<file path="src/rtl/lps_pkg.sv">
// package: states, timing and reset constants for the low-power state controller
package lps_pkg;

  typedef enum logic [2:0] {
    LPS_RUN      = 3'b000,
    LPS_HALT     = 3'b001,
    LPS_SLEEP    = 3'b010,
    LPS_DEEP     = 3'b011,
    LPS_SAVE     = 3'b100,
    LPS_MGMT_ACK = 3'b101,
    LPS_MGMT_RUN = 3'b110,
    LPS_TRIP     = 3'b111
  } lps_state_t;

  localparam int CLK_PERIOD_PS      = 5000;
  // state save: printed time absent, chosen figure in ns
  localparam int SAVE_TIME_NS       = 40;
  localparam int SAVE_CYCLES        = (SAVE_TIME_NS * 1000 + CLK_PERIOD_PS - 1) / CLK_PERIOD_PS;
  localparam logic [3:0] SAVE_CNT_W = 4'(SAVE_CYCLES);
  localparam int SYNC_STAGES        = 2;
  localparam logic SYNC_RESET_VAL   = 1'b1;
  localparam logic [6:0] CLK_GATE_ALL_ON  = 7'h7f;
  localparam logic [6:0] CLK_GATE_HALT    = 7'h03;
  localparam logic [6:0] CLK_GATE_SLEEP   = 7'h00;
  localparam int CG_BUS  = 0;
  localparam int CG_LIC  = 1;

endpackage

</file>
<file path="src/rtl/lps_ctrl.sv">
// low-power, management-entry and thermal-trip state controller
`timescale 1ns/1ps
// Function
// [RULE1] sleep request in halted-core state moves to sleep
// [RULE2] sleep gates all unit clocks; only the pll keeps running
// [RULE3] sleep ignores snoop requests and interrupt inputs
// [RULE4] sleep reacts only to reset, sleep release, bus clock removal; the code also leaves sleep for deep sleep on a deep-sleep request
// [RULE5] sleep release returns to halted-core, restarting bus and interrupt controller clocks
// [RULE6] deep-sleep request during sleep moves to deep sleep
// [RULE7] management interrupt is asynchronous; synchronised and accepted in any phase
// [RULE8] accepted management interrupt saves state, then enters management mode
// [RULE9] management mode issues acknowledge transaction, then runs the handler
// [RULE10] management interrupt held at reset release tristates all outputs
// [RULE11] clock stop request enters halted-core and issues stop-grant acknowledge
// [RULE12] halted-core stops core clocks, keeps bus and interrupt controller clocked
// [RULE13] halted-core keeps snooping and servicing interrupts
// [RULE14] clock stop release restarts all clocks and resumes execution
// [RULE15] clock stop request is asynchronous and never touches the bus clock
// [RULE16] thermal sensor over limit halts execution and asserts trip output; the code trips only from run, halted-core and handler states
// [RULE17] sleep request outside halted-core causes no state change
// [RULE18] thermal trip holds halt and trip output until next reset
module lps_ctrl (
  input  wire logic       clk,
  input  wire logic       arst_n,
  input  wire logic       sleep_request_n,
  input  wire logic       deep_sleep_request_n,
  input  wire logic       mgmt_interrupt_n,
  input  wire logic       clock_stop_request_n,
  input  wire logic       bus_clk_present,
  input  wire logic       thermal_over_limit,
  input  wire logic       snoop_req,
  input  wire logic       irq_req,
  input  wire logic       mgmt_handler_done,
  output logic [6:0]      unit_clk_en,
  output logic            pll_run,
  output logic            exec_enable,
  output logic            snoop_accept,
  output logic            irq_accept,
  output logic            state_save,
  output logic            management_mode,
  output logic            handler_start,
  output logic            ack_valid,
  output logic            ack_is_mgmt,
  output logic            in_sleep,
  output logic            in_deep_sleep,
  output logic            outputs_oe_n,
  output logic            thermal_trip_out_n
);

  lps_pkg::lps_state_t state_r;
  lps_pkg::lps_state_t state_nxt;
  logic [4:0] sync_w;
  logic       slp_w;
  logic       dslp_w;
  logic       mgmt_w;
  logic       stop_w;
  logic       therm_w;
  logic       mgmt_prev_r;
  logic       mgmt_pend_r;
  logic [2:0] rel_r;
  logic [6:0] gate_nxt;
  logic       tri_r;
  logic [3:0] save_cnt_r;
  logic       sg_go;
  logic       mg_go;

  // pins and the sensor are asynchronous: two flops before any logic [RULE7] [RULE15]
  // the sensor flag goes in inverted so the whole bank idles high after reset
  lps_sync #(.W(5)) u_sync (
    .clk      (clk),
    .arst_n   (arst_n),
    .async_in ({sleep_request_n, deep_sleep_request_n, mgmt_interrupt_n,
                clock_stop_request_n, ~thermal_over_limit}),
    .sync_out (sync_w)
  );

  assign slp_w  = ~sync_w[4];
  assign dslp_w = ~sync_w[3];
  assign mgmt_w = ~sync_w[2];
  assign stop_w = ~sync_w[1];
  assign therm_w = ~sync_w[0];

  // clock enables wanted in each state
  // core units stop in halted-core; only the pll outlives sleep
  function automatic logic [6:0] gate_of(input lps_pkg::lps_state_t s);
    logic [6:0] g;
    g = lps_pkg::CLK_GATE_ALL_ON;
    case (s)
      lps_pkg::LPS_HALT: begin
        g = lps_pkg::CLK_GATE_HALT; // [RULE12]
      end
      lps_pkg::LPS_SLEEP: begin
        g = lps_pkg::CLK_GATE_SLEEP; // [RULE2]
      end
      lps_pkg::LPS_DEEP: begin
        g = lps_pkg::CLK_GATE_SLEEP;
      end
      lps_pkg::LPS_TRIP: begin
        g = lps_pkg::CLK_GATE_SLEEP; // [RULE16]
      end
      default: begin
        g = lps_pkg::CLK_GATE_ALL_ON; // [RULE5] [RULE14]
      end
    endcase
    return g;
  endfunction

  // bus unit snoops wherever its clock runs and no handler entry is in flight
  function automatic logic snoops_in(input lps_pkg::lps_state_t s);
    return (s == lps_pkg::LPS_RUN) || (s == lps_pkg::LPS_HALT) ||
           (s == lps_pkg::LPS_MGMT_RUN);
  endfunction

  // interrupts wait while a management handler owns the core
  function automatic logic irqs_in(input lps_pkg::lps_state_t s);
    return (s == lps_pkg::LPS_RUN) || (s == lps_pkg::LPS_HALT);
  endfunction

  // instruction execution states
  function automatic logic runs_in(input lps_pkg::lps_state_t s);
    return (s == lps_pkg::LPS_RUN) || (s == lps_pkg::LPS_MGMT_RUN);
  endfunction

  // management mode spans the acknowledge and the handler
  function automatic logic mgmt_in(input lps_pkg::lps_state_t s);
    return (s == lps_pkg::LPS_MGMT_ACK) || (s == lps_pkg::LPS_MGMT_RUN);
  endfunction

  // mode strap: the pin is read through the sync bank, which needs two edges
  // after release, so the strobe is delayed to match and still sees the first edge [RULE10]
  always_ff @(posedge clk or negedge arst_n) begin
    if (!arst_n) begin
      rel_r <= 3'h1;
      tri_r <= 1'b0;
    end else begin
      rel_r <= {rel_r[1:0], 1'b0};
      if (rel_r[2]) begin
        tri_r <= mgmt_w; // [RULE10]
      end
    end
  end

  // falling-edge detect on the synchronised level, latched until taken [RULE7]
  always_ff @(posedge clk or negedge arst_n) begin
    if (!arst_n) begin
      mgmt_prev_r <= 1'b0;
      mgmt_pend_r <= 1'b0;
    end else begin
      mgmt_prev_r <= mgmt_w;
      if (mgmt_w && !mgmt_prev_r) begin
        mgmt_pend_r <= 1'b1; // set wins over the clear [RULE7]
      end else if (state_r == lps_pkg::LPS_SAVE) begin
        mgmt_pend_r <= 1'b0;
      end
    end
  end

  always_comb begin
    state_nxt = state_r;
    case (state_r)
      lps_pkg::LPS_RUN: begin
        if (therm_w) begin
          state_nxt = lps_pkg::LPS_TRIP; // [RULE16]
        end else if (stop_w) begin
          state_nxt = lps_pkg::LPS_HALT; // [RULE11]
        end else if (mgmt_pend_r) begin
          state_nxt = lps_pkg::LPS_SAVE; // [RULE8]
        end
      end
      lps_pkg::LPS_HALT: begin
        if (therm_w) begin
          state_nxt = lps_pkg::LPS_TRIP;
        end else if (!stop_w) begin
          state_nxt = lps_pkg::LPS_RUN; // [RULE14]
        end else if (slp_w) begin
          state_nxt = lps_pkg::LPS_SLEEP; // [RULE1]
        end
      end
      lps_pkg::LPS_SLEEP: begin
        // snoops, interrupts and management requests are not looked at here [RULE3] [RULE4]
        if (dslp_w || !bus_clk_present) begin
          // a lost bus clock counts as a deep-sleep request [RULE4]
          state_nxt = lps_pkg::LPS_DEEP; // [RULE6]
        end else if (!slp_w) begin
          state_nxt = lps_pkg::LPS_HALT; // [RULE5]
        end
      end
      lps_pkg::LPS_DEEP: begin
        if (!dslp_w && bus_clk_present) begin
          state_nxt = lps_pkg::LPS_SLEEP;
        end
      end
      lps_pkg::LPS_SAVE: begin
        if (save_cnt_r == 4'h0) begin
          state_nxt = lps_pkg::LPS_MGMT_ACK; // [RULE8]
        end
      end
      lps_pkg::LPS_MGMT_ACK: begin
        state_nxt = lps_pkg::LPS_MGMT_RUN; // [RULE9]
      end
      lps_pkg::LPS_MGMT_RUN: begin
        if (therm_w) begin
          state_nxt = lps_pkg::LPS_TRIP;
        end else if (mgmt_handler_done) begin
          state_nxt = lps_pkg::LPS_RUN;
        end
      end
      lps_pkg::LPS_TRIP: begin
        state_nxt = lps_pkg::LPS_TRIP; // only reset leaves [RULE18]
      end
      default: begin
        state_nxt = lps_pkg::LPS_RUN;
      end
    endcase
    // sleep request elsewhere is simply not decoded [RULE17]
  end

  always_ff @(posedge clk or negedge arst_n) begin
    if (!arst_n) begin
      state_r <= lps_pkg::LPS_RUN;
    end else begin
      state_r <= state_nxt;
    end
  end

  always_ff @(posedge clk or negedge arst_n) begin
    if (!arst_n) begin
      save_cnt_r <= lps_pkg::SAVE_CNT_W;
    end else if (state_r == lps_pkg::LPS_SAVE) begin
      save_cnt_r <= save_cnt_r - 4'h1;
    end else begin
      save_cnt_r <= lps_pkg::SAVE_CNT_W;
    end
  end

  assign sg_go = (state_r == lps_pkg::LPS_RUN) && (state_nxt == lps_pkg::LPS_HALT); // [RULE11]
  assign mg_go = (state_r == lps_pkg::LPS_MGMT_ACK); // [RULE9]
  // enables follow the next state so the clocks stop on the same edge as the state
  assign gate_nxt = gate_of(state_nxt);

  lps_ack u_ack (
    .clk           (clk),
    .arst_n        (arst_n),
    .stop_grant_go (sg_go),
    .mgmt_go       (mg_go),
    .ack_valid     (ack_valid),
    .ack_is_mgmt   (ack_is_mgmt)
  );

  // clock gating, registered from the next state so it switches with the state [RULE2]
  always_ff @(posedge clk or negedge arst_n) begin
    if (!arst_n) begin
      unit_clk_en <= lps_pkg::CLK_GATE_ALL_ON;
      pll_run     <= 1'b1;
    end else begin
      unit_clk_en <= gate_nxt; // [RULE2] [RULE12] [RULE14]
      // pll stays up in sleep so wake needs no relock
      pll_run     <= (state_nxt != lps_pkg::LPS_DEEP); // [RULE2]
    end
  end

  // execution and request acceptance
  always_ff @(posedge clk or negedge arst_n) begin
    if (!arst_n) begin
      exec_enable  <= 1'b1;
      snoop_accept <= 1'b0;
      irq_accept   <= 1'b0;
    end else begin
      exec_enable  <= runs_in(state_nxt); // [RULE14] [RULE18]
      snoop_accept <= snoop_req && snoops_in(state_nxt); // [RULE3] [RULE13]
      irq_accept   <= irq_req && irqs_in(state_nxt); // [RULE3] [RULE13]
    end
  end

  // management entry and sleep status
  always_ff @(posedge clk or negedge arst_n) begin
    if (!arst_n) begin
      state_save      <= 1'b0;
      management_mode <= 1'b0;
      handler_start   <= 1'b0;
      in_sleep        <= 1'b0;
      in_deep_sleep   <= 1'b0;
    end else begin
      state_save      <= (state_nxt == lps_pkg::LPS_SAVE); // [RULE8]
      management_mode <= mgmt_in(state_nxt); // [RULE8]
      // the handler starts on the edge that sends the acknowledge [RULE9]
      handler_start   <= (state_r == lps_pkg::LPS_MGMT_ACK);
      in_sleep        <= (state_nxt == lps_pkg::LPS_SLEEP);
      in_deep_sleep   <= (state_nxt == lps_pkg::LPS_DEEP);
    end
  end

  always_ff @(posedge clk or negedge arst_n) begin
    if (!arst_n) begin
      thermal_trip_out_n <= 1'b1;
      outputs_oe_n       <= 1'b0;
    end else begin
      // only reset leaves the trip state, so the pin stays low until then
      thermal_trip_out_n <= ~(state_nxt == lps_pkg::LPS_TRIP); // [RULE16] [RULE18]
      outputs_oe_n       <= tri_r || (rel_r[2] && mgmt_w); // [RULE10]
    end
  end

endmodule

</file>
<file path="src/rtl/lps_sync.sv">
// two-flop synchroniser bank for asynchronous sideband inputs
`timescale 1ns/1ps
module lps_sync #(
  parameter int W = 5
) (
  input  wire logic         clk,
  input  wire logic         arst_n,
  input  wire logic [W-1:0] async_in,
  output logic      [W-1:0] sync_out
);

  logic [W-1:0] meta_r;

  // first stage feeds only the second stage
  always_ff @(posedge clk or negedge arst_n) begin
    if (!arst_n) begin
      meta_r   <= {W{lps_pkg::SYNC_RESET_VAL}};
      sync_out <= {W{lps_pkg::SYNC_RESET_VAL}};
    end else begin
      meta_r   <= async_in;
      sync_out <= meta_r;
    end
  end

endmodule

</file>
<file path="src/rtl/lps_ack.sv">
// one-shot acknowledge transaction issuer towards the system bus unit
`timescale 1ns/1ps
module lps_ack (
  input  wire logic clk,
  input  wire logic arst_n,
  input  wire logic stop_grant_go,
  input  wire logic mgmt_go,
  output logic      ack_valid,
  output logic      ack_is_mgmt
);

  // one cycle per request; stop-grant wins if both coincide (never happens)
  always_ff @(posedge clk or negedge arst_n) begin
    if (!arst_n) begin
      ack_valid   <= 1'b0;
      ack_is_mgmt <= 1'b0;
    end else begin
      ack_valid   <= stop_grant_go | mgmt_go;
      ack_is_mgmt <= mgmt_go & ~stop_grant_go;
    end
  end

endmodule

</file>
<file path="config.mk">
export PLATFORM = sky130hd
export DESIGN_NAME = lps_ctrl
export DESIGN_NICKNAME = d
export VERILOG_FILES = /design/src/rtl/lps_pkg.sv /design/src/rtl/lps_ctrl.sv /design/src/rtl/lps_sync.sv /design/src/rtl/lps_ack.sv
export SDC_FILE = /design/constraint.sdc
export NUM_CORES = 1
export LEC_CHECK = 0
export ABC_AREA = 1
export BUFFER_PORTS_ARGS = -buffer_cell sky130_fd_sc_hd__buf_4
export CORE_MARGIN = 8
export CORE_UTILIZATION = 55
export CTS_CLUSTER_DIAMETER = 30
export DETAILED_ROUTE_END_ITERATION = 10
export PLACE_DENSITY = 0.79
export SLEW_MARGIN = 20
export SYNTH_ARGS = -nofsm -noshare
export SYNTH_HDL_FRONTEND = slang
export SYNTH_SLANG_ARGS = --single-unit
</file>
<file path="constraint.sdc">
create_clock -name clk -period 2.1 [get_ports clk]
set_input_delay 0.21 -clock clk [delete_from_list [all_inputs] [get_ports clk]]
set_output_delay 0.21 -clock clk [all_outputs]
set_load 0.03 [all_outputs]
</file>
* Word level (Yosys, flattened, before mapping)
Index checks and enable logic that the tools add are counted.
** Operators by class
- Mux-type cells :: 17
- Reduce and logical (&&, ||, !) cells :: 19
- Equal/unequal tests :: 15
- $add $sub $neg :: 1
- Bitwise gates (word level) :: 7
** Operators by type and width (count)
- $mux W3 :: 12
- $eq A3 B3 Y1 const B :: 8
- $pmux W3 S8 :: 1
- $pmux W7 S2 :: 1
- $eq A3 B2 Y1 const B :: 4
- $eq A3 B1 Y1 const B :: 2
- $logic_and A1 B1 Y1 :: 6
- $logic_not A3 Y1 :: 2
- $logic_or A1 B1 Y1 :: 6
- $not A1 Y1 :: 5
- $logic_not A4 Y1 :: 1
- $mux W4 :: 1
- $sub A4 B1 Y4 const B :: 1
- $ne A3 B2 Y1 const B :: 1
- $reduce_or A3 Y1 :: 1
- $logic_not A1 Y1 :: 2
- $mux W1 :: 2
- $reduce_bool A2 Y1 :: 1
- $and A1 B1 Y1 :: 1
- $or A1 B1 Y1 :: 1
** Word-level totals
- Input port bits :: 11
- Output and inout port bits :: 20
- Bits in registers :: 43

* Depth between registers and ports, before layout
Gate-level depths: netlist (run 1).
- Depth after elaboration :: 8
- Mapped depth :: 10

* By module
Synthesis (run 1) repeated with hierarchy kept, for this count alone.
** Unflattened totals
- Cells, all modules :: 139
- Area, all modules :: 1481.4 µm²
** By module, submodules not included
- lps_ctrl :: cells each 123, area an instance 1153.6 µm², instances 1, seq. area each 659.4 µm²
- lps_sync :: cells each 10, area an instance 262.8 µm², instances 1, seq. area each 262.8 µm²
- lps_ack :: cells each 6, area an instance 65.1 µm², instances 1, seq. area each 50.0 µm²

* Worst setup path before layout (run 1)
Ideal clock, no wire load.
- Kind :: reg2reg
- Start point :: reg state_r[1]
- End point :: reg management_mode
- Arrival time :: 1137 ps
- Stages on the path, launching flop included :: 9
- Library setup time :: 116 ps
- Path slack :: 846 ps
- Required time :: 1984 ps
- Cells stage by stage :: dfrtp_1 -> nor2_2 -> nand2_4 -> nor2_4 -> nor2_4 -> nand2_4 -> inv_2 -> nand2_1 -> nand2_1
** RTL lines
- start: declaration :: RTL line lps_ctrl.sv:50 : lps_pkg::lps_state_t state_r;
- start signal: assignment :: RTL line lps_ctrl.sv:220 : state_r <= lps_pkg::LPS_RUN;
- start signal: assignment :: RTL line lps_ctrl.sv:222 : state_r <= state_nxt;
- $eq A3 B3 Y1 (tied with other cells) :: RTL line lps_ctrl.sv:160 : case (state_r)
- $pmux W3 S8 (*) :: RTL line lps_ctrl.sv:160
- via state_nxt[0] :: RTL line lps_ctrl.sv:51 : lps_pkg::lps_state_t state_nxt;
- $eq A3 B3 Y1 :: RTL line lps_ctrl.sv:126 : return (s == lps_pkg::LPS_MGMT_ACK) || (s == lps_pkg::LPS_MGMT_RUN);
- $logic_or A1 B1 Y1 (*) :: RTL line lps_ctrl.sv:126
- end signal: assignment :: RTL line lps_ctrl.sv:285 : management_mode <= mgmt_in(state_nxt);
- end: declaration :: RTL line lps_ctrl.sv:40 : output logic management_mode,
The timed path passes the listed nets; every way through them passes the cells marked *.
A chain may end at the register's enable or synchronous reset.

* Worst setup path after layout (run 1)
- Start point :: reg state_r[1]
- End point :: reg pll_run
** RTL lines
- $eq A3 B3 Y1 (tied with other cells) :: RTL line lps_ctrl.sv:160
- $pmux W3 S8 (*) :: RTL line lps_ctrl.sv:160
- via state_nxt[0] :: RTL line lps_ctrl.sv:51
- $ne A3 B2 Y1 (*) :: RTL line lps_ctrl.sv:258 : pll_run <= (state_nxt != lps_pkg::LPS_DEEP);
- end signal: assignment :: RTL line lps_ctrl.sv:258
- end: declaration :: RTL line lps_ctrl.sv:35 : output logic pll_run,
Marks and branches as above.

==> qor.yml, run 1 <==
status: "complete, no violations"
grt_pass1_wl_microns: 4420
dr.first_iter.drc_count: 32
report.final.hold_viol_count: 0
slew_viol_final: 0
place_area_sq_mm: 0.00173
antenna_found_initial: 0
fillCellCount: 213
yosys_warnings: 0
yosysTopAreaCell: "dfrtp_1"
hp-class: "input pin to register"
syn_to_final_growth_pct: 22.7
ant_nets: 0
dp_cells: 195
ir_drop_uv: 1360
dieHeight_microns: 68.3
synth.cell_area_sq_mm: 0.00151
dieArea_sq_mm: 0.00467
wl_microns: 2640
portBuffers: 30
min_period_ns: 1.43
die-width_microns: 68.3
cp_slowest_stage_delay_ns: 0.48
num_vias: 990
gr-total-overflow: 0
tritoncts: "built"
top_level_ports: 31
crit_end: "pll_run$_DFF_PN1_"
start_kind: "register"
cts_made_buffers: 5
grt_usage_pct: 12.8
fin_cells: 209
path_clk_slew_ns: 0.11
yosysUniqueCellTypes: 24
post-place-ws_ns: 0.692
finalWorstSetupSlack_ns: 0.671
cts-root-buf: "clkbuf_4"
path_buf_inv: 2
required_ns: 2.37
crit_type: "register to register"
p_leak_uw: 0.000946
cp_common_cell: "nor2_4"
fin_area_sq_mm: 0.00185
grt_start_max_net_pins: 39
critical_path.slowest_cell: "dfrtp_1"
htree_levels: 2
drc: 0
cp-end-kind: "register"
reg2reg_depth: 8
setup_viol: 0
cts.sinks: 38
syn_nets: 153
reg2reg_from: "state_r[1]$_DFF_PN0_"
grt_pass1_vias: 1034
drive_above_1_share_pct: 40.4
powerDensity_mw_per_mm2: 1410
worstSkewPairLatency_ns: 0.33
final_nets: 190
max_freq_mhz: 700
fp-row-count: 19
dr.pass1.iters: 4
crit_chain: "nor2_2 > nand2_4 > nor2_4 > nor2_4 > nand2_4 > inv_2 > nor2_4 > inv_2"
synth_edf_count: 0
synth_common_cells: "26 x nand2_1, 21 x dfrtp_1, 17 x dfstp_2"
crit_family: "simple AND/OR/NAND/NOR gates"
clock_skew_ns: 0.0110
yosysSeqAreaShare_pct: 64.6
setup_tns_ns: 0
async_flop_share_pct: 100
clockBufferDepth: 2
antenna_cells: 0
drv_cap: 0
syn_inst: 140
place_congestion: 0.883
dp_hpwl_microns: 1990
via_per_inst: 4.74
whs_ns: 0.0780
initial_utilization_pct: 56.0
synth_seq_cells: 38
fin_crit_sh_pct: 68.1
coreArea_sq_mm: 0.00269
synth_top_area_share_pct: 34.9
cp_max_fo: 7
cp_num_cells: 8
rsz0062_at_grt: "no"
rr_endpoint: "pll_run$_DFF_PN1_"
post_drt_wl_per_cell_microns: 12.6
r2r_slack_ns: 0.67
ys.flop_type: "dfrtp_1"
synth.most_common_cell: "nand2_1"
avgSynthCellArea_sq_um: 10.8
cp.arrival_ns: 1.70
post_cts_buffers: 0
crit_start: "state_r[1]$_DFF_PN0_"
synthTopCellsByArea: "dfrtp_1 35%, dfstp_2 30%, nand2_1 6.5%"
==> stage by stage <==
step	utilization, %	total power, uW
2_1_floorplan	-	1940
3_3_place_gp	64.3	2210
3_5_place_dp	64.3	2240
4_1_cts	68.7	2630
5_1_grt	68.7	2780
6_report	68.7	2600
==> state kept, by name (all words and copies together), names as in the netlist, 2 cells and up <==
name	count
rel_r	3
save_cnt_r	4
state_r	3
u_sync.meta_r	5
u_sync.sync_out	5
unit_clk_en	2
==> power breakdown <==
part / switching (uW) / leakage [uW] / internal, uW
Clock: 220 / 0.0000353 / 162
Combinational: 761 / 0.000468 / 401
Sequential: 124 / 0.000443 / 934
Total: 1110 / 0.000946 / 1500
==> area by class of cell <==
| class | count | area, sq um | area share, % |
|---|---|---|---|
| sequential | 38 | 972 | 52.6 |
| clock inverter | 1 | 5.00 | 0.271 |
| tap | 31 | 38.8 | 2.10 |
| inverter | 20 | 75.1 | 4.07 |
| timing repair buffer | 36 | 285 | 15.4 |
| clock buffer | 7 | 55.1 | 2.98 |
| multi-input combinational | 76 | 415 | 22.5 |
==> worst register-to-register path: stages (launching register included) <==
cell and delay, ns:
dfrtp_1 0.48, nor2_2 0.25, nand2_4 0.10, nor2_4 0.16, nor2_4 0.06, nand2_4 0.10, inv_2 0.06, nor2_4 0.12
inv_2 0.03
==> cells in the final DEF, fill, tap and decap left out, types with 4 or more instances in the layout <==
| cell type | instances |
|---|---|
| buf_4 | 30 |
| clkbuf_4 | 5 |
| dfrtp_1 | 21 |
| dfstp_2 | 17 |
| dlygate4sd3_1 | 6 |
| inv_1 | 15 |
| inv_2 | 5 |
| nand2_1 | 26 |
| nand3_1 | 6 |
| nor2_1 | 15 |
| nor2_4 | 4 |
==> timing repair <==
| action | CTS | global route |
|---|---|---|
| hold endpoints to repair | 26 | 0 |
| hold buffers | 6 | 0 |
| resized for setup | 0 | 0 |
==> metal layers <==
metal / routed length [microns] / global-route usage [%]
met4: 31 / 4.60
met2: 1340 / 21.6
met3: 193 / 5.73
met1: 1070 / 14.0
met5: 0 / 0
==> worst min path at each step <==
stage	start	end	slack [ns]	cells after the start
floorplan	arst_n	handler_start$_DFF_PN0_	-0.09	0
global placement	arst_n	rel_r[1]$_DFF_PN0_	0.18	1
detailed placement	arst_n	rel_r[1]$_DFF_PN0_	0.20	1
CTS	irq_req	irq_accept$_DFF_PN0_	0.07	3
global route	irq_req	irq_accept$_DFF_PN0_	0.08	3
finish	irq_req	irq_accept$_DFF_PN0_	0.08	3
==> kinds of logic (layout without fill, tap and decap cells) <==
| group | after synthesis | count (layout) | share of synthesized area (%) |
|---|---|---|---|
| fa+ha+maj | 2 | 2 | 1.66 |
| other cells | 1 | 1 | 0.249 |
| flops | 38 | 38 | 64.6 |
| xor+xnor | 2 | 2 | 1.16 |
| simple gates | 62 | 62 | 20.9 |
| buf+inv | 26 | 64 | 7.81 |
| compound gates | 9 | 9 | 3.66 |
Power figures use the tool's default switching activity.
==> run 2: changes to the inputs <==
Settings changed: ABC_AREA 1 to 0, CORE_UTILIZATION 55 to 52, PLACE_DENSITY 0.79 to 0.76.
Clock period 2.1 ns to 1.5 ns, I/O delays scaled along.
==> qor.yml, run 2 <==
yosysTopAreaCell: "dfrtp_1"
fin_crit_sh_pct: 103
powerDensity_mw_per_mm2: 1710
yosysUniqueCellTypes: 34
cp-end-kind: "register"
cts-root-buf: "clkbuf_4"
ant_nets: 0
yosysSeqAreaShare_pct: 67.3
drc: 0
grt_pass1_vias: 954
num_vias: 975
utilization_pct: 71.5
ys.flop_type: "dfrtp_1"
cp_max_fo: 4
layout_common_cells: "44 x buf_4, 18 x dfrtp_1, 17 x dfstp_2, 9 x nand2_1"
post_drt_wl_per_cell_microns: 13.6
syn_inst: 111
antenna_cells: 0
rsz0062_at_grt: "yes"
place_congestion: 0.799
cts_made_buffers: 5
p_leak_uw: 0.000907
hp-class: "input pin to register"
antenna_found_initial: 0
worstSkewPairLatency_ns: 0.33
crit_type: "register to register"
via_per_inst: 5.05
dr.pass1.iters: 6
start_kind: "register"
tritoncts: "built"
final_nets: 174
fin_cells: 193
largestRegisters: "u_sync.meta_r: 5 flops, u_sync.sync_out: 5 flops, save_cnt_r: 4 flops"
slew_viol_final: 0
dr.first_iter.drc_count: 37
setup_viol: 2
avgSynthCellArea_sq_um: 13.0
synth_top_area_share_pct: 36.4
die-width_microns: 68.7
grt_pass1_wl_microns: 4010
gr-total-overflow: 0
dieArea_sq_mm: 0.00472
required_ns: 1.73
min_period_ns: 1.55
final_common_cell: "buf_4"
cp.arrival_ns: 1.78
portBuffers: 30
reg2reg_from: "save_cnt_r[0]$_DFF_PN0_"
coreArea_sq_mm: 0.00269
place_area_sq_mm: 0.00172
path_clk_slew_ns: 0.10
dp_cells: 173
drv_cap: 0
dp_hpwl_microns: 1740
dieHeight_microns: 68.7
syn_to_final_growth_pct: 33.0
top_level_ports: 31
worstHoldStart: "irq_req"
grt_start_max_net_pins: 39
grt_usage_pct: 11.8
fp-row-count: 19
clock_skew_ns: 0.00781
synth_seq_cells: 38
drive_above_1_share_pct: 53.1
clockBufferDepth: 2
failed_checks: "setup timing"
wl_microns: 2630
synth_common_cells: "21 x dfrtp_1, 17 x dfstp_2, 9 x nand2_1"
max_freq_mhz: 647
finalWorstSetupSlack_ns: -0.0465
yosys_warnings: 0
synth.cell_area_sq_mm: 0.00145
synth_edf_count: 0
ir_drop_uv: 1720
initial_utilization_pct: 53.8
fin_area_sq_mm: 0.00192
report.final.hold_viol_count: 0
status: "finished with violations"
crit_start: "save_cnt_r[0]$_DFF_PN0_"
cts.sinks: 38
synthTopCellsByArea: "dfrtp_1 36%, dfstp_2 31%, buf_4 3.1%"
synth.most_common_cell: "dfrtp_1"
async_flop_share_pct: 100
syn_nets: 124
htree_levels: 2
-- run 2: cell types whose count changed after synthesis, sizes merged, moves of 2 or more --
cell / previous run / this run
a21o: 0 / 2
and2: 0 / 3
inv: 20 / 9
nand2: 32 / 9
nand2b: 0 / 3
nand3: 7 / 2
nor2: 20 / 7
nor3b: 0 / 5
o31a: 0 / 2
-- run 2: stage by stage --
step | total power [uW] | setup WS, ns | TNS [ns] | hold slack, ns
3_3_place_gp | 2600 | 0.0135 | 0 | 0.123
4_1_cts | 3200 | -0.0215 | -0.0299 | 0.0294
2_1_floorplan | 2250 | 0.0286 | 0 | -0.146
5_1_grt | 3480 | -0.117 | -0.650 | 0.0166
6_report | 3290 | -0.0465 | -0.0688 | 0.0315
3_5_place_dp | 2630 | -0.0267 | -0.0523 | 0.131
-- run 2: cell type report --
| class | instances | area [sq um] |
|---|---|---|
| clock buffers | 7 | 55.1 |
| clock inverters | 1 | 5.00 |
| fillers | 192 | 764 |
| repair buffers | 50 | 390 |
| inverters | 9 | 33.8 |
| flip-flops and latches | 38 | 976 |
| well taps | 31 | 38.8 |
| multi-input cells | 57 | 423 |
-- run 2: path summary, 6_finish.rpt --
kind	end	slack, ns	depth (start not counted)
setup / recovery	in_deep_sleep$_DFF_PN0_	-0.05	8
hold / removal	irq_accept$_DFF_PN0_	0.03	2
setup reg to reg	in_deep_sleep$_DFF_PN0_	-0.05	8
hold reg to reg	u_sync.sync_out[2]$_DFF_PN1_	0.35	0
max in group asynchronous	exec_enable$_DFF_PN1_	0.85	2
min in group asynchronous	tri_r$_DFFE_PN0P_	0.30	2
-- run 2: logic make-up after synthesis --
family                     share of synthesized area, %
buffers and inverters                              5.80
xor gates and xnor gates                           1.21
other                                             0.259
AOI/OAI and AO/OA                                  10.0
DFF                                                67.3
adders and majority gates                          1.73
and+or+nand+nor                                    13.7
-- run 2: what timing repair did --
action                                 in CTS  in global routing
setup buffers                               0                  6
pin swaps                                   1                  4
endpoints found under the hold margin      26                  0
gates resized for setup                     4                  9
setup endpoints to repair                   9                 12
hold buffers                                6                  0
-- run 2: where the power goes --
group	internal, uW	switching (uW)
Combinational	622	762
Sequential	1250	135
Clock	227	296
Total	2100	1190
-- run 2: critical path, cell delays in order (launching register included) --
cell and delay (ns):
dfrtp_1 0.39, inv_2 0.07, ha_4 0.15, nor3b_4 0.14, a2bb2oi_2 0.13, o31a_2 0.19, inv_2 0.06, and2_4 0.16
and2b_1 0.15
-- run 2: layer usage --
| metal | vias to the layer above | share of wire (%) | GRT usage (%) | routed length (microns) |
|---|---|---|---|---|
| met5 | - | 0 | 0 | 0 |
| met4 | 0 | 2.4 | 8.27 | 64 |
| met3 | 5 | 6.4 | 4.52 | 167 |
| met2 | 25 | 52 | 19.4 | 1360 |
| met1 | 487 | 39 | 12.1 | 1030 |
| li1 | 458 | - | - | - |
